`config.mk`:
```
export PLATFORM = sky130hd
export DESIGN_NAME = wdt_core
export DESIGN_NICKNAME = d
export VERILOG_FILES = /design/src/pkg/wdt_pkg.sv /design/src/logic/wdt_core.sv /design/src/logic/wdt_presc.sv
export SDC_FILE = /design/constraint.sdc
export NUM_CORES = 1
export LEC_CHECK = 0
export BUFFER_PORTS_ARGS = -buffer_cell sky130_fd_sc_hd__clkbuf_2
export CORE_MARGIN = 4
export CORE_UTILIZATION = 36
export DETAILED_ROUTE_END_ITERATION = 6
export PLACE_DENSITY = 0.57
export SLEW_MARGIN = 0
export SYNTH_ARGS = -nofsm -noshare
export SYNTH_HDL_FRONTEND = slang
export SYNTH_SLANG_ARGS = --single-unit
export TNS_END_PERCENT = 100
```
`constraint.sdc`:
```
create_clock -name clock -period 7.3 [get_ports clock]
set_clock_uncertainty 0.15 [all_clocks]
set_input_delay 1.46 -clock clock [delete_from_list [all_inputs] [get_ports clock]]
set_output_delay 1.46 -clock clock [all_outputs]
set_load 0.02 [all_outputs]
```
`src/pkg/wdt_pkg.sv`:
```
// Constants and types shared by the watchdog timer core
package wdt_pkg;

	// Register port geometry
	localparam int WDT_ADDR_W = 4;
	localparam int WDT_DATA_W = 8;

	// Register offsets
	localparam logic [3:0] WDT_ADR_CTRL = 4'h0;
	localparam logic [3:0] WDT_ADR_OPT = 4'h1;
	localparam logic [3:0] WDT_ADR_STATUS = 4'h2;
	localparam logic [3:0] WDT_ADR_MASK = 4'h3;
	localparam logic [3:0] WDT_ADR_OSC = 4'h4;

	// Watchdog control register fields
	localparam int WDT_CTRL_SWEN_BIT = 0;
	localparam int WDT_CTRL_PS_LSB = 1;
	localparam int WDT_CTRL_PS_W = 4;
	localparam logic [7:0] WDT_CTRL_RESET = 8'h08;

	// Shared counter configuration fields
	localparam int WDT_OPT_PS_LSB = 0;
	localparam int WDT_OPT_PS_W = 3;
	localparam int WDT_OPT_PSA_BIT = 3;
	localparam logic [7:0] WDT_OPT_RESET = 8'h0F;

	// Status, mask and oscillator status bits
	localparam int WDT_ST_W = 2;
	localparam int WDT_ST_TIMEOUT = 0;
	localparam int WDT_ST_OSTEND = 1;
	localparam int WDT_OSC_STABLE_BIT = 0;
	localparam int WDT_OSC_RUN_BIT = 1;
	localparam logic [1:0] WDT_ST_RESET = 2'h0;

	// Prescaler geometry
	localparam int WDT_PRE16_W = 16;
	localparam int WDT_PRE16_BASE = 5;
	localparam int WDT_PRE8_W = 8;
	localparam int WDT_PRE8_BASE = 0;

	// Time base
	localparam int WDT_LFOSC_KHZ = 31;
	localparam int WDT_CLK_MHZ = 250;

	// Watchdog run state
	typedef enum logic [2:0] {
		WDT_OFF = 3'b001,
		WDT_HOLD = 3'b010,
		WDT_RUN = 3'b100
	} wdt_state_t;

endpackage

```
`src/logic/wdt_core.sv`:
```
// Watchdog timer core with register port and interrupt
`timescale 1ns/1ps
module wdt_core
	import wdt_pkg::*;
(
	// Clock and reset
	input wire logic clock,
	input wire logic sys_rst,
	// Register port
	input wire logic [WDT_ADDR_W-1:0] reg_addr,
	input wire logic [WDT_DATA_W-1:0] reg_wdata,
	input wire logic reg_wr,
	input wire logic reg_rd,
	output logic [WDT_DATA_W-1:0] reg_rdata,
	// Oscillators
	input wire logic low_freq_internal_osc,
	input wire logic lf_is_system_clock,
	input wire logic crystal_osc_mode,
	input wire logic osc_startup_timer_active,
	input wire logic osc_fail_detect,
	// Core events and configuration
	input wire logic config_watchdog_enable,
	input wire logic watchdog_clear_instr,
	input wire logic sleep_active,
	input wire logic wake_event,
	// Shared counter timer
	input wire logic shared_counter_tick,
	output logic shared_counter_presc_tick,
	// Results
	output logic watchdog_reset_req,
	output logic watchdog_wake,
	output logic watchdog_running,
	output logic irq
);

	typedef struct packed {
		logic [2:0] sync;
		logic lf_lvl;
		logic lf_seen;
		logic soft_watchdog_enable;
		logic [WDT_CTRL_PS_W-1:0] wdt_ps;
		logic prescaler_assign;
		logic [WDT_OPT_PS_W-1:0] prescale_rate_select;
		logic [WDT_ST_W-1:0] status;
		logic [WDT_ST_W-1:0] mask;
		logic [WDT_DATA_W-1:0] rdata;
		logic wake_hold;
		logic ost_q;
		wdt_state_t state;
		logic rst_req;
		logic wake;
		logic presc_tick;
	} wdt_core_st_t;

	wdt_core_st_t q;
	wdt_core_st_t d;

	logic lf_tick;
	logic enabled;
	logic hold;
	logic timeout;
	logic wdt_clr;
	logic ost_end;
	logic p16_out;
	logic p8_in;
	logic p8_clr;
	logic p8_out;
	logic final_tick;
	logic low_freq_stable_flag;
	logic [WDT_ST_W-1:0] events;
	logic [WDT_ST_W-1:0] w1c;

	// Synchroniser stages two and three agree
	function automatic logic sync_settled(input logic [2:0] s);
		return s[1] == s[2];
	endfunction

	// Counting state of the run machine
	function automatic logic is_running(input wdt_state_t s);
		return s == WDT_RUN;
	endfunction

	// Ratio field of a control word
	function automatic logic [WDT_CTRL_PS_W-1:0] ctrl_ratio(input logic [WDT_DATA_W-1:0] w);
		return w[WDT_CTRL_PS_LSB +: WDT_CTRL_PS_W];
	endfunction

	// Rate field of a shared counter word
	function automatic logic [WDT_OPT_PS_W-1:0] opt_rate(input logic [WDT_DATA_W-1:0] w);
		return w[WDT_OPT_PS_LSB +: WDT_OPT_PS_W];
	endfunction

	// Read mux of the register map
	function automatic logic [WDT_DATA_W-1:0] read_word(input wdt_core_st_t s, input logic [WDT_ADDR_W-1:0] a,
		input logic stable);
		logic [WDT_DATA_W-1:0] r;
		r = '0;
		case (a)
			WDT_ADR_CTRL: begin
				r[WDT_CTRL_SWEN_BIT] = s.soft_watchdog_enable;
				r[WDT_CTRL_PS_LSB +: WDT_CTRL_PS_W] = s.wdt_ps;
			end
			WDT_ADR_OPT: begin
				r[WDT_OPT_PSA_BIT] = s.prescaler_assign;
				r[WDT_OPT_PS_LSB +: WDT_OPT_PS_W] = s.prescale_rate_select;
			end
			WDT_ADR_STATUS: begin
				r[WDT_ST_W-1:0] = s.status;
			end
			WDT_ADR_MASK: begin
				r[WDT_ST_W-1:0] = s.mask;
			end
			WDT_ADR_OSC: begin
				r[WDT_OSC_STABLE_BIT] = stable;
				r[WDT_OSC_RUN_BIT] = is_running(s.state);
			end
			default: begin
				r = '0;
			end
		endcase
		return r;
	endfunction

	assign lf_tick = sync_settled(q.sync) && q.sync[2] && !q.lf_lvl;

	assign enabled = config_watchdog_enable || q.soft_watchdog_enable;

	// crystal wake holds until timer end
	assign hold = osc_startup_timer_active || q.wake_hold || (wake_event && crystal_osc_mode);

	assign ost_end = q.ost_q && !osc_startup_timer_active;

	assign final_tick = q.prescaler_assign ? p8_out : p16_out;
	assign timeout = is_running(q.state) && final_tick;

	// clear sources for counter and prescaler
	assign wdt_clr = watchdog_clear_instr || osc_fail_detect || !is_running(q.state) || timeout;

	// shared stage fed by its current user
	assign p8_in = q.prescaler_assign ? p16_out : shared_counter_tick;
	assign p8_clr = q.prescaler_assign && wdt_clr;

	// flag ignores watchdog use of the oscillator
	assign low_freq_stable_flag = lf_is_system_clock && q.lf_seen;

	assign events = {ost_end, timeout};
	assign w1c = (reg_wr && reg_addr == WDT_ADR_STATUS) ? reg_wdata[WDT_ST_W-1:0] : '0;

	wdt_presc #(
		.WIDTH(WDT_PRE16_W),
		.SEL_W(WDT_CTRL_PS_W),
		.BASE(WDT_PRE16_BASE)
	) u_pre16 (
		.clock(clock),
		.sys_rst(sys_rst),
		.clear(wdt_clr),
		.tick_in(lf_tick),
		.sel(q.wdt_ps),
		.tick_out(p16_out)
	);

	wdt_presc #(
		.WIDTH(WDT_PRE8_W),
		.SEL_W(WDT_OPT_PS_W),
		.BASE(WDT_PRE8_BASE)
	) u_pre8 (
		.clock(clock),
		.sys_rst(sys_rst),
		.clear(p8_clr),
		.tick_in(p8_in),
		.sel(q.prescale_rate_select),
		.tick_out(p8_out)
	);

	always_comb begin
		d = q;

		// Oscillator pin synchroniser
		d.sync = {q.sync[1:0], low_freq_internal_osc};
		if (sync_settled(q.sync) && (q.sync[2] != q.lf_lvl)) begin
			d.lf_lvl = q.sync[2];
		end
		if (lf_tick) begin
			d.lf_seen = 1'b1;
		end

		// Register writes
		if (reg_wr) begin
			case (reg_addr)
				WDT_ADR_CTRL: begin
					d.soft_watchdog_enable = reg_wdata[WDT_CTRL_SWEN_BIT];
					d.wdt_ps = ctrl_ratio(reg_wdata);
				end
				WDT_ADR_OPT: begin
					d.prescaler_assign = reg_wdata[WDT_OPT_PSA_BIT];
					d.prescale_rate_select = opt_rate(reg_wdata);
				end
				WDT_ADR_MASK: begin
					d.mask = reg_wdata[WDT_ST_W-1:0];
				end
				default: begin
				end
			endcase
		end

		// Sticky status, set beats clear
		d.status = (q.status & ~w1c) | events;

		// Read data for one cycle
		d.rdata = reg_rd ? read_word(q, reg_addr, low_freq_stable_flag) : '0;

		d.ost_q = osc_startup_timer_active;
		if (wake_event && crystal_osc_mode) begin
			d.wake_hold = 1'b1;
		end else if (ost_end || !crystal_osc_mode) begin
			d.wake_hold = 1'b0;
		end

		// Run state
		case (q.state)
			WDT_OFF: begin
				if (enabled) begin
					d.state = hold ? WDT_HOLD : WDT_RUN;
				end
			end
			WDT_HOLD: begin
				if (!hold) begin
					d.state = enabled ? WDT_RUN : WDT_OFF;
				end
			end
			WDT_RUN: begin
				if (!enabled) begin
					d.state = WDT_OFF;
				end else if (hold) begin
					d.state = WDT_HOLD;
				end
			end
			default: begin
				d.state = WDT_OFF;
			end
		endcase

		d.rst_req = timeout && !sleep_active;
		d.wake = timeout && sleep_active;

		d.presc_tick = q.prescaler_assign ? shared_counter_tick : p8_out;

		if (sys_rst) begin
			d.sync = '0;
			d.lf_lvl = 1'b0;
			d.lf_seen = 1'b0;
			d.soft_watchdog_enable = WDT_CTRL_RESET[WDT_CTRL_SWEN_BIT];
			d.wdt_ps = ctrl_ratio(WDT_CTRL_RESET);
			d.prescaler_assign = WDT_OPT_RESET[WDT_OPT_PSA_BIT];
			d.prescale_rate_select = opt_rate(WDT_OPT_RESET);
			d.status = WDT_ST_RESET;
			d.mask = WDT_ST_RESET;
			d.rdata = '0;
			d.wake_hold = 1'b0;
			d.ost_q = 1'b0;
			d.state = WDT_OFF;
			d.rst_req = 1'b0;
			d.wake = 1'b0;
			d.presc_tick = 1'b0;
		end
	end

	always_ff @(posedge clock) begin
		q <= d;
	end

	assign reg_rdata = q.rdata;
	assign shared_counter_presc_tick = q.presc_tick;
	assign watchdog_reset_req = q.rst_req;
	assign watchdog_wake = q.wake;
	assign watchdog_running = is_running(q.state);
	assign irq = |(q.status & q.mask);

endmodule

```
`src/logic/wdt_presc.sv`:
```
// Power-of-two prescaler with selectable tap
`timescale 1ns/1ps
module wdt_presc
	import wdt_pkg::*;
#(
	parameter int WIDTH = 16,
	parameter int SEL_W = 4,
	parameter int BASE = 5
) (
	// Clock and reset
	input wire logic clock,
	input wire logic sys_rst,
	// Count control
	input wire logic clear,
	input wire logic tick_in,
	input wire logic [SEL_W-1:0] sel,
	// Divided tick
	output logic tick_out
);

	typedef struct packed {
		logic [WIDTH-1:0] cnt;
	} wdt_presc_st_t;

	wdt_presc_st_t q;
	wdt_presc_st_t d;
	logic [WIDTH-1:0] mask;

	// Low bits that must all be set for a carry out
	function automatic logic [WIDTH-1:0] tap_mask(input int shift);
		logic [WIDTH-1:0] m;
		m = '0;
		for (int i = 0; i < WIDTH; i++) begin
			m[i] = (i < shift);
		end
		return m;
	endfunction

	always_comb begin
		mask = tap_mask(BASE + int'(sel));
		tick_out = tick_in && ((q.cnt & mask) == mask);
		d = q;
		if (sys_rst || clear) begin
			d.cnt = '0;
		end else if (tick_in) begin
			d.cnt = q.cnt + 1'b1;
		end
	end

	always_ff @(posedge clock) begin
		q <= d;
	end

endmodule

```
==> metrics.md, run 1 <==
| Metric | Value |
|---|---|
| Status | `complete, no violations` |
| Area growth syn-to-layout | `10.08%` |
| RSZ-0062 raised after global routing | `false` |
| Mapped Area | `2819 um2` |
| Clock sink total | `54` |
| Crit-path max cell delay | `910 ps` |
| Worst setup margin | `3502 ps` |
| EDFF count, synth | `0` |
| Register area | `1081 um2` |
| Setup TNS | `0 ps` |
| Buf/Inv on CP | `0` |
| Slew margin rel. | `0.2509` |
| Arrival time at the worst endpoint | `3810 ps` |
| Switching share of power | `0.2299` |
| Clk pwr share | `0.372` |
| DR top layer | `met4` |
| Total track usage | `0.1447` |
| Chip height | `96.49 um` |
| Crit path launch type | `flop` |
| Synth top area share | `0.3835` |
| Switching power | `124.5 uW` |
| Synth Area in Simple Gates | `0.2588` |
| Die width | `96.49 um` |
| CTS buffer count | `5` |
| FP Rows | `32` |
| Hold Violations, Final | `0` |
| Post-CTS Hold Fix Bufs | `0` |
| Routed wl met3 | `218 um` |
| Clock buffer depth | `2` |
| CTS Root Cell | `clkbuf_8` |
| Pint | `416.9 uW` |
| Layout Nets | `389` |
| Cell accounting for the most synthesized area | `dfxtp_1` |
| Routability congestion estimate | `0.8524` |
| CP Capture Type | `flop` |
| Area of the multi-input gates | `1584 um2` |
| XOR/XNOR share of the synthesized area | `0.05859` |
| Core area | `7687 um2` |
| Post-DP HPWL | `4570 um` |
| Power per cell area | `174.5 nW/um2` |
| Netlist cell types | `63` |
| Post-synth ARST share | `0` |
| Final WL | `6105 um` |
| Max_cap viols | `0` |
| Post-route insts no fill | `461` |
| Drt first pass iters | `4` |
| Dpl ws | `3521 ps` |
| Antenna violations before repair | `0` |
| Critical path cell sequence | `ha_1 -> xor2_2 -> a31oi_1 -> o41a_1 -> nor4_2 -> nand2_2 -> o21ai_2 -> nor2_1` |
| CTS tree | `yes` |
| Kind of critical path | `flop to flop` |
| # IOs | `39` |
| Finish-stage setup viols | `0` |
| DR iter-0 viols | `59` |
| Final worst-path cycle share | `0.5202` |
| Met1 wire length | `2888 um` |
| Share of layout cells above drive strength 1 | `0.1421` |
| Via density | `5.148` |
| WL per Instance | `13.24 um` |
| Die area | `9310 um2` |
| H-tree Lvls | `2` |
| Final slew viol count | `0` |
| Largest family of logic cells by synthesized area | `simple AND/OR/NAND/NOR gates` |
| Vias | `2373` |
| Placed insts | `453` |
| Highest clock rate | `263.3 MHz` |
| Final ANT Viol Nets | `0` |
| Worst Hold Class | `flop to flop` |
| Wire length on met2 | `2921 um` |
| Area contributors post-synth | `dfxtp_1 38%, nor2_1 6.9%, nand2_1 4.1%, mux2i_1 3.9%, xor2_1 3.7%` |
| Synth Register Bits | `54` |
| Final min period | `3798 ps` |
| First-pass GRT wire length | `10780 um` |
| PortBufs | `32` |
| Vias in the first global route | `2363` |
| Slew at the pin closest to its max-slew limit | `1114 ps` |
| Largest delay share family, worst path | `simple AND/OR/NAND/NOR gates` |
| CTS clk-pin slew, worst paths | `100 ps` |
| Mapped Avg Cell Area | `8.315 um2` |
| Most common cell after layout, fill and taps aside | `dfxtp_1` |
| Leak pwr | `0.001198 uW` |
| Top_reg_cell synth | `dfxtp_1` |
| # diodes | `0` |
| Ys Warns | `0` |
| PostCTS Resize Cnt | `0` |
| Starting Density | `0.3667` |
| Comb pwr share | `0.069` |
| Synth Instances | `339` |
| Max IR drop VDD | `0.1029 mV` |
| Skew-Pair Late Insertion Delay | `310 ps` |
| Setup bufs post-CTS | `0` |
| Sequential share of the synthesized area | `0.3835` |
| Grt ovf | `0` |
| Sequential share of power | `0.558` |
| Slowest cell on the critical path | `nor4_2` |
| Mux cell area share after synthesis | `0.05504` |
| Post-synthesis compound-gate area fraction | `0.1633` |
| Number of remaining DRC errors | `0` |
| CP Max Fanout | `16` |
| Fillers | `820` |
| Synth Area in Adders | `0.02219` |
| Largest net degree at the start of global routing | `29` |
| Worst endpoint required time | `7320 ps` |
| Commonest cells after routing, fill and taps aside | `54 x dfxtp_1, 52 x nor2_1, 32 x clkbuf_2` |
[worst paths after layout]
| path | endpoint | cells past startpoint | slack (ps) | startpoint |
|---|---|---|---|---|
| min | q[32]$_SDFF_PP0_ | 1 | 290 | q[31]$_SDFF_PP0_ |
| max reg2reg | u_pre16.q[8]$_SDFFE_PP0P_ | 8 | 3500 | q[25]$_SDFFE_PP0P_ |
| min reg2reg | q[32]$_SDFF_PP0_ | 1 | 290 | q[31]$_SDFF_PP0_ |
| max | u_pre16.q[8]$_SDFFE_PP0P_ | 8 | 3500 | q[25]$_SDFFE_PP0P_ |
[layer usage]
metal,vias up,GRT usage
met1,1105,0.1865
li1,1216,-
met5,-,0
met2,44,0.2379
met4,0,0.04673
met3,8,0.03486
[worst register-to-register path, stage by stage, from the launching register on]
cell and delay (ps):
dfxtp_1 460, ha_1 390, xor2_2 240, a31oi_1 110
o41a_1 320, nor4_2 910, nand2_2 290, o21ai_2 670
nor2_1 120
[area by class of cell]
cell class / instances / area share
clock buffer: 5 / 0.02218
clock inverter: 3 / 0.01411
multi-input combinational: 255 / 0.5105
timing repair buffer: 32 / 0.05161
inverter: 10 / 0.01210
sequential: 54 / 0.3484
tap: 102 / 0.04113
[sequential cells by signal, summed over array words and instances, names as in the netlist]
name and count:
q 23, reg_rdata 5, shared_counter_presc_tick 1, u_pre16.q 16, u_pre8.q 7, watchdog_reset_req 1, watchdog_wake 1
[cells by family after synthesis]
kind of cell / Yosys count
fa+ha+maj: 5
flops: 54
buf+inv: 32
xor+xnor: 18
mux: 14
compound gates: 66
simple gates: 149
other cells: 1
[cell usage after synthesis, types with 2 or more instances]
cell and n:
buf_2 3, o31a_1 4, xnor2_1 5, nor2_1 52, or3_1 2, nand3_1 14
nand2b_1 2, nand4b_1 2, o21bai_1 3, buf_1 2, a211oi_1 2, and3_1 4
mux2i_1 11, a21oi_1 14, or2_2 2, nor3_1 3, a41oi_1 2, nor3b_1 2
ha_1 5, nor2b_1 16, a211o_1 3, mux2_2 2, dfxtp_1 54, a22oi_1 2
nand2_1 31, inv_1 10, o21ai_0 8, nand4_1 8, buf_4 8, o21a_1 3
a31oi_1 7, and2_1 2, xor2_1 12, o211ai_1 3, clkbuf_1 8
[power groups by stage]
| stage | Sequential [uW] | Clock, uW | Combinational (uW) |
|---|---|---|---|
| after floorplan | 308 | 0 | 27.7 |
| after global placement | 309 | 0 | 37.4 |
| after detailed placement | 309 | 0 | 37.7 |
| after CTS | 302 | 209 | 37.8 |
| after global routing | 303 | 220 | 42.2 |
| final | 302 | 202 | 37.4 |
[stage by stage]
stage               area, um2    util  power [uW]  hold WS, ps
floorplan                2826       -       335.7        263.8
global route             3103  0.4036       565.3        311.7
detailed placement       2990  0.3890       346.9        270.4
global placement         2990  0.3890       346.5        270.2
CTS                      3103  0.4036       549.4        292.7
finish                   3103  0.4036       541.4        289.8
Note: power is estimated with default switching activity, not from simulation.
==> inputs of run 2 (changes only) <==
Settings changed: PLACE_DENSITY 0.57 to 0.59.
Clock period 7.3 ns to 3.41 ns, I/O delays scaled along.
==> metrics.md, run 2 (synthesized netlist as in run 1, its figures left out) <==
| Metric | Value |
|---|---|
| Worst endpoint required time | `3500 ps (was 7320 ps)` |
| Skew-Pair Late Insertion Delay | `310 ps (about the same)` |
| Starting Density | `0.3667 (unchanged)` |
| Largest net degree at the start of global routing | `19 (was 29)` |
| Die area | `9310 um2 (unchanged)` |
| # diodes | `0 (unchanged)` |
| Setup bufs post-CTS | `0 (unchanged)` |
| Final worst-path cycle share | `0.8868 (was 0.5202)` |
| Drt first pass iters | `4 (unchanged)` |
| Highest clock rate | `330.7 MHz (was 263.3 MHz)` |
| Post-CTS Hold Fix Bufs | `0 (unchanged)` |
| Core area | `7687 um2 (unchanged)` |
| Vias | `2378 (was 2373)` |
| Grt ovf | `0 (unchanged)` |
| Power per cell area | `370.7 nW/um2 (was 174.5 nW/um2)` |
| WL per Instance | `13.16 um (was 13.24 um)` |
| Largest delay share family, worst path | `simple AND/OR/NAND/NOR gates (unchanged)` |
| Hold Violations, Final | `0 (unchanged)` |
| DR iter-0 viols | `94 (was 59)` |
| Die width | `96.49 um (unchanged)` |
| # IOs | `39 (unchanged)` |
| Total track usage | `0.1442 (was 0.1447)` |
| Total power | `1163 uW (was 541.4 uW)` |
| Area growth syn-to-layout | `11.32% (was 10.08%)` |
| R2r startpoint | `q[25]$_SDFFE_PP0P_ (unchanged)` |
| Crit path launch type | `flop (unchanged)` |
| Top reg by flops | `q (unchanged)` |
| Most common cell after layout, fill and taps aside | `dfxtp_1 (unchanged)` |
| Hold Path End | `q[32]$_SDFF_PP0_ (unchanged)` |
| CTS Root Cell | `clkbuf_8 (unchanged)` |
| Post-DP HPWL | `4600 um (was 4570 um)` |
| Clock buffer depth | `2 (unchanged)` |
| Status | `complete, no violations (unchanged)` |
| FP Rows | `32 (unchanged)` |
| Layout Nets | `394 (was 389)` |
| PortBufs | `32 (unchanged)` |
| First-pass GRT wire length | `10690 um (was 10780 um)` |
| PostCTS Resize Cnt | `0 (unchanged)` |
| Number of remaining DRC errors | `0 (unchanged)` |
| Core Util, Final | `0.4082 (was 0.4036)` |
| Worst r2r path cells | `9 (was 8)` |
| CP most frequent cell | `a31oi_1` |
| Vias in the first global route | `2294 (was 2363)` |
| CTS clk-pin slew, worst paths | `100 ps (about the same)` |
| CTS tree | `yes (unchanged)` |
| Hold path depth | `1 (unchanged)` |
| Via density | `5.103 (was 5.148)` |
| CP Capture Type | `flop (unchanged)` |
| Chip height | `96.49 um (unchanged)` |
| Fillers | `824 (was 820)` |
| Final WL | `6134 um (was 6105 um)` |
| Max IR drop VDD | `0.1984 mV (was 0.1029 mV)` |
| Leak pwr | `0.001215 uW (was 0.001198 uW)` |
| Setup TNS | `0 ps (unchanged)` |
| Routability congestion estimate | `0.8615 (was 0.8524)` |
| Commonest cells after routing, fill and taps aside | `54 x dfxtp_1, 52 x nor2_1, 32 x clkbuf_2 (unchanged)` |
| Max reg flops | `23 (unchanged)` |
| CTS buffer count | `5 (unchanged)` |
| Finish-stage setup viols | `0 (unchanged)` |
| H-tree Lvls | `2 (unchanged)` |
| Final ANT Viol Nets | `0 (unchanged)` |
| Crit-path max cell delay | `490 ps (was 910 ps)` |
| Final slew viol count | `0 (unchanged)` |
| Top flop regs | `q: 23 flops, u_pre16.q: 16 flops, u_pre8.q: 7 flops (unchanged)` |
| Final min period | `3024 ps (was 3798 ps)` |
| Slew margin rel. | `0.4910 (was 0.2509)` |
| Clock sink total | `54 (unchanged)` |
| Reg2Reg Setup Slack | `390 ps (was 3500 ps)` |
| Critical path cell sequence | `ha_1 -> xor2_2 -> a31oi_1 -> o41a_1 -> nor4_2 -> buf_4 -> nand2_2 -> or4_1 -> a31oi_1 (was ha_1 -> xor2_2 -> a31oi_1 -> o41a_1 -> nor4_2 -> nand2_2 -> o21ai_2 -> nor2_1)` |
| Buf/Inv on CP | `1 (was 0)` |
| Slowest cell on the critical path | `or4_1 (was nor4_2)` |
| Worst hold start | `q[31]$_SDFF_PP0_ (unchanged)` |
| Slew at the pin closest to its max-slew limit | `761.8 ps (was 1114 ps)` |
| RR Endpoint | `u_pre8.q[4]$_SDFFE_PP0P_ (was u_pre16.q[8]$_SDFFE_PP0P_)` |
| CP Max Fanout | `11 (was 16)` |
| Kind of critical path | `flop to flop (unchanged)` |
| RSZ-0062 raised after global routing | `false (unchanged)` |
| Max_cap viols | `0 (unchanged)` |
| Share of layout cells above drive strength 1 | `0.1511 (was 0.1421)` |
| Worst Hold Class | `flop to flop (unchanged)` |
| Arrival time at the worst endpoint | `3110 ps (was 3810 ps)` |
| Antenna violations before repair | `0 (unchanged)` |
## run 2: per-layer routing
layer	wire length, um	track usage	vias to the layer above	part of all wire
met4	46	0.03154	0	0.0075
met3	195	0.03176	5	0.032
met1	2884	0.1844	1117	0.47
met2	3009	0.2483	28	0.49
li1	-	-	1228	-
met5	0	0	-	0
## run 2: report_power, final
| part | internal, uW | switching [uW] | total [uW] |
|---|---|---|---|
| clock network | 219 | 213 | 433 |
| registers | 640 | 7.86 | 647 |
| logic | 34.7 | 48.3 | 83.0 |
## run 2: per-stage QoR
step / instances / worst slack, ps / cell area [um2] / hold WS, ps
after global routing: 466 / 125.4 / 3138 / 315.4
after CTS: 466 / 374.3 / 3138 / 306.9
after detailed placement: 458 / 398.0 / 3028 / 283.9
after global placement: 458 / 453.9 / 3028 / 285.2
final: 466 / 386.0 / 3138 / 307.9
after floorplan: 341 / 862.1 / 2826 / 263.8
## run 2: area by class of cell
type,count,area [um2],area share
Clock inverter,2,37.54,0.01196
Inverter,10,37.54,0.01196
Tap cell,102,127.6,0.04067
Timing Repair Buffer,37,197.7,0.06300
Sequential cell,54,1081,0.3445
Clock buffer,6,72.57,0.02313
Multi-Input combinational cell,255,1584,0.5048
## run 2: worst max-delay path by stage
| stage | start | slack [ps] | cells past startpoint | endpoint |
|---|---|---|---|---|
| after floorplan | q[25]$_SDFFE_PP0P_ | 860 | 9 | u_pre8.q[4]$_SDFFE_PP0P_ |
| after global placement | q[24]$_SDFFE_PP0P_ | 450 | 9 | u_pre8.q[4]$_SDFFE_PP0P_ |
| after detailed placement | q[24]$_SDFFE_PP0P_ | 400 | 9 | u_pre8.q[4]$_SDFFE_PP0P_ |
| after CTS | q[25]$_SDFFE_PP0P_ | 370 | 9 | u_pre8.q[4]$_SDFFE_PP0P_ |
| after global routing | q[25]$_SDFFE_PP0P_ | 130 | 9 | u_pre8.q[4]$_SDFFE_PP0P_ |
| final | q[25]$_SDFFE_PP0P_ | 390 | 9 | u_pre8.q[4]$_SDFFE_PP0P_ |
==> inputs of run 3 (changes only) <==
Settings changed: PLACE_DENSITY 0.59 to 0.57, RECOVER_POWER set to 50.
Clock period 3.41 ns to 3.2 ns, I/O delays scaled along.
==> metrics.md, run 3 (synthesized netlist as in run 1, its figures left out) <==
| Metric | Value |
|---|---|
| Status | `complete, no violations (unchanged)` |
| Slew margin rel. | `0.5015 (was 0.4910)` |
| Final worst-path cycle share | `0.8906 (was 0.8868)` |
| Routing usage on met3 | `0.02943 (was 0.03176)` |
| Slew at the pin closest to its max-slew limit | `747.8 ps (was 761.8 ps)` |
| Grt ovf | `0 (unchanged)` |
| Hold Path End | `q[32]$_SDFF_PP0_ (unchanged)` |
| Share of layout cells above drive strength 1 | `0.1181 (was 0.1511)` |
| Final ANT Viol Nets | `0 (unchanged)` |
| CP Max Fanout | `8 (was 11)` |
| Final Instance Area | `3122 um2 (was 3138 um2)` |
| Worst Hold Class | `flop to flop (unchanged)` |
| Top Usage Layer GRT | `met2 (unchanged)` |
| Die width | `96.49 um (unchanged)` |
| Power per cell area | `393.5 nW/um2 (was 370.7 nW/um2)` |
| Final slew viol count | `0 (unchanged)` |
| First-pass GRT wire length | `10750 um (was 10690 um)` |
| Core area | `7687 um2 (unchanged)` |
| Critical path cell sequence | `ha_2 -> xor2_2 -> a31oi_1 -> o41a_1 -> nor4_2 -> nand2_2 -> or4_1 -> a31oi_1 (was ha_1 -> xor2_2 -> a31oi_1 -> o41a_1 -> nor4_2 -> buf_4 -> nand2_2 -> or4_1 -> a31oi_1)` |
| Skew-Pair Late Insertion Delay | `300 ps (was 310 ps)` |
| PortBufs | `32 (unchanged)` |
| Largest net degree at the start of global routing | `19 (unchanged)` |
| Register area | `1081 um2 (unchanged)` |
| Crit path launch type | `flop (unchanged)` |
| Drt first pass iters | `4 (unchanged)` |
| Most common cell after layout, fill and taps aside | `dfxtp_1 (unchanged)` |
| Worst endpoint required time | `3280 ps (was 3500 ps)` |
| Antenna violations before repair | `0 (unchanged)` |
| Die area | `9310 um2 (unchanged)` |
| Leak pwr | `0.001168 uW (was 0.001215 uW)` |
| CTS clk-pin slew, worst paths | `90 ps (was 100 ps)` |
| Max IR drop VDD | `0.1886 mV (was 0.1984 mV)` |
| Hold path depth | `1 (unchanged)` |
| Fillers | `841 (was 824)` |
| Setup bufs post-CTS | `0 (unchanged)` |
| Hold Violations, Final | `0 (unchanged)` |
| RSZ-0062 raised after global routing | `false (unchanged)` |
| Clock buffer depth | `2 (unchanged)` |
| Number of remaining DRC errors | `0 (unchanged)` |
| Starting Density | `0.3667 (unchanged)` |
| Chip height | `96.49 um (unchanged)` |
| RR Endpoint | `u_pre8.q[4]$_SDFFE_PP0P_ (unchanged)` |
| Area of the multi-input gates | `1587 um2 (was 1584 um2)` |
| Vias | `2391 (was 2378)` |
| CP Capture Type | `flop (unchanged)` |
| Layout Nets | `394 (unchanged)` |
| Top flop regs | `q: 23 flops, u_pre16.q: 16 flops, u_pre8.q: 7 flops (unchanged)` |
| CTS buffer count | `5 (unchanged)` |
| Max_cap viols | `0 (unchanged)` |
| Arrival time at the worst endpoint | `2930 ps (was 3110 ps)` |
| DP Area | `3028 um2 (unchanged)` |
| FP Rows | `32 (unchanged)` |
| Max reg flops | `23 (unchanged)` |
| WL per Instance | `13.09 um (was 13.16 um)` |
| Finish-stage setup viols | `0 (unchanged)` |
| Final min period | `2850 ps (was 3024 ps)` |
| Highest clock rate | `350.9 MHz (was 330.7 MHz)` |
| Setup TNS | `0 ps (unchanged)` |
| Met1 usage | `0.1970 (was 0.1844)` |
| Final WL | `6098 um (was 6134 um)` |
| Core Util, Final | `0.4061 (was 0.4082)` |
| # IOs | `39 (unchanged)` |
| Crit-path max cell delay | `490 ps (about the same)` |
| Total track usage | `0.1454 (was 0.1442)` |
| H-tree Lvls | `2 (unchanged)` |
| Met2 Use GR | `0.2391 (was 0.2483)` |
| Total power | `1228 uW (was 1163 uW)` |
| Worst hold start | `q[31]$_SDFF_PP0_ (unchanged)` |
| Clock sink total | `54 (unchanged)` |
| R2r startpoint | `q[24]$_SDFFE_PP0P_ (was q[25]$_SDFFE_PP0P_)` |
| Post-DP HPWL | `4616 um (was 4600 um)` |
| Slowest cell on the critical path | `or4_1 (unchanged)` |
| Routability congestion estimate | `0.8621 (was 0.8615)` |
| Area growth syn-to-layout | `10.74% (was 11.32%)` |
| CTS tree | `yes (unchanged)` |
| Worst r2r path cells | `8 (was 9)` |
| CTS Root Cell | `clkbuf_8 (unchanged)` |
| CP most frequent cell | `a31oi_1 (unchanged)` |
| Reg2Reg Setup Slack | `350 ps (was 390 ps)` |
| Vias in the first global route | `2282 (was 2294)` |
| DR iter-0 viols | `93 (was 94)` |
| Via density | `5.131 (was 5.103)` |
| Kind of critical path | `flop to flop (unchanged)` |
| # diodes | `0 (unchanged)` |
| Top reg by flops | `q (unchanged)` |
| Commonest cells after routing, fill and taps aside | `54 x dfxtp_1, 52 x nor2_1, 31 x nand2_1 (was 54 x dfxtp_1, 52 x nor2_1, 32 x clkbuf_2)` |
-- run 3: report_power, final --
part	leakage [uW]	internal [uW]	switching, uW
clock	0.0000514	234	218
sequential	0.000437	681	8.42
combinational	0.000680	35.6	51.4
total	0.00117	951	278
-- run 3: timing repair --
item                                    CTS  global route
hold buffers                              0             0
gates resized for setup                   0             1
endpoints found under the setup margin    0             1
-- run 3: worst max path at each step --
| stage | startpoint | end | slack (ps) |
|---|---|---|---|
| 3_3_place_gp | q[24]$_SDFFE_PP0P_ | u_pre8.q[4]$_SDFFE_PP0P_ | 330 |
| 2_1_floorplan | q[25]$_SDFFE_PP0P_ | u_pre8.q[4]$_SDFFE_PP0P_ | 650 |
| 6_report | q[24]$_SDFFE_PP0P_ | u_pre8.q[4]$_SDFFE_PP0P_ | 350 |
| 5_1_grt | q[24]$_SDFFE_PP0P_ | u_pre8.q[4]$_SDFFE_PP0P_ | 70 |
| 3_5_place_dp | q[24]$_SDFFE_PP0P_ | u_pre8.q[4]$_SDFFE_PP0P_ | 290 |
| 4_1_cts | q[24]$_SDFFE_PP0P_ | u_pre8.q[4]$_SDFFE_PP0P_ | 260 |
-- run 3: critical path: cells and delay by family, from the launching register on --
family,cells,cell delay (ps)
AND/OR/NAND/NOR,3,1020
AO/OA/AOI/OAI,3,600
flip-flops,1,460
adder cells (fa/ha/maj),1,330
XOR/XNOR,1,220
-- run 3: stage by stage --
| stage | cells | worst slack [ps] | hold slack (ps) |
|---|---|---|---|
| finish | 466 | 350.0 | 298.2 |
| global route | 466 | 73.49 | 322.5 |
| CTS | 466 | 265.0 | 298.9 |
| detailed placement | 458 | 286.1 | 276.1 |
| global placement | 458 | 327.0 | 270.7 |
| floorplan | 341 | 652.1 | 263.8 |
-- run 3: metal layers --
metal  routed length, um  up-vias
met5                   0        -
met4                  46        0
met3                 261        4
met2                2988       42
met1                2803     1120
li1                    -     1225
-- run 3: layout make-up --
type / instances / share of cell area
Timing Repair Buffer: 37 / 0.05731
Tap cell: 102 / 0.04088
Inverter: 10 / 0.01202
Clock inverter: 2 / 0.01202
Sequential cell: 54 / 0.3463
Multi-Input combinational cell: 255 / 0.5082
Clock buffer: 6 / 0.02325
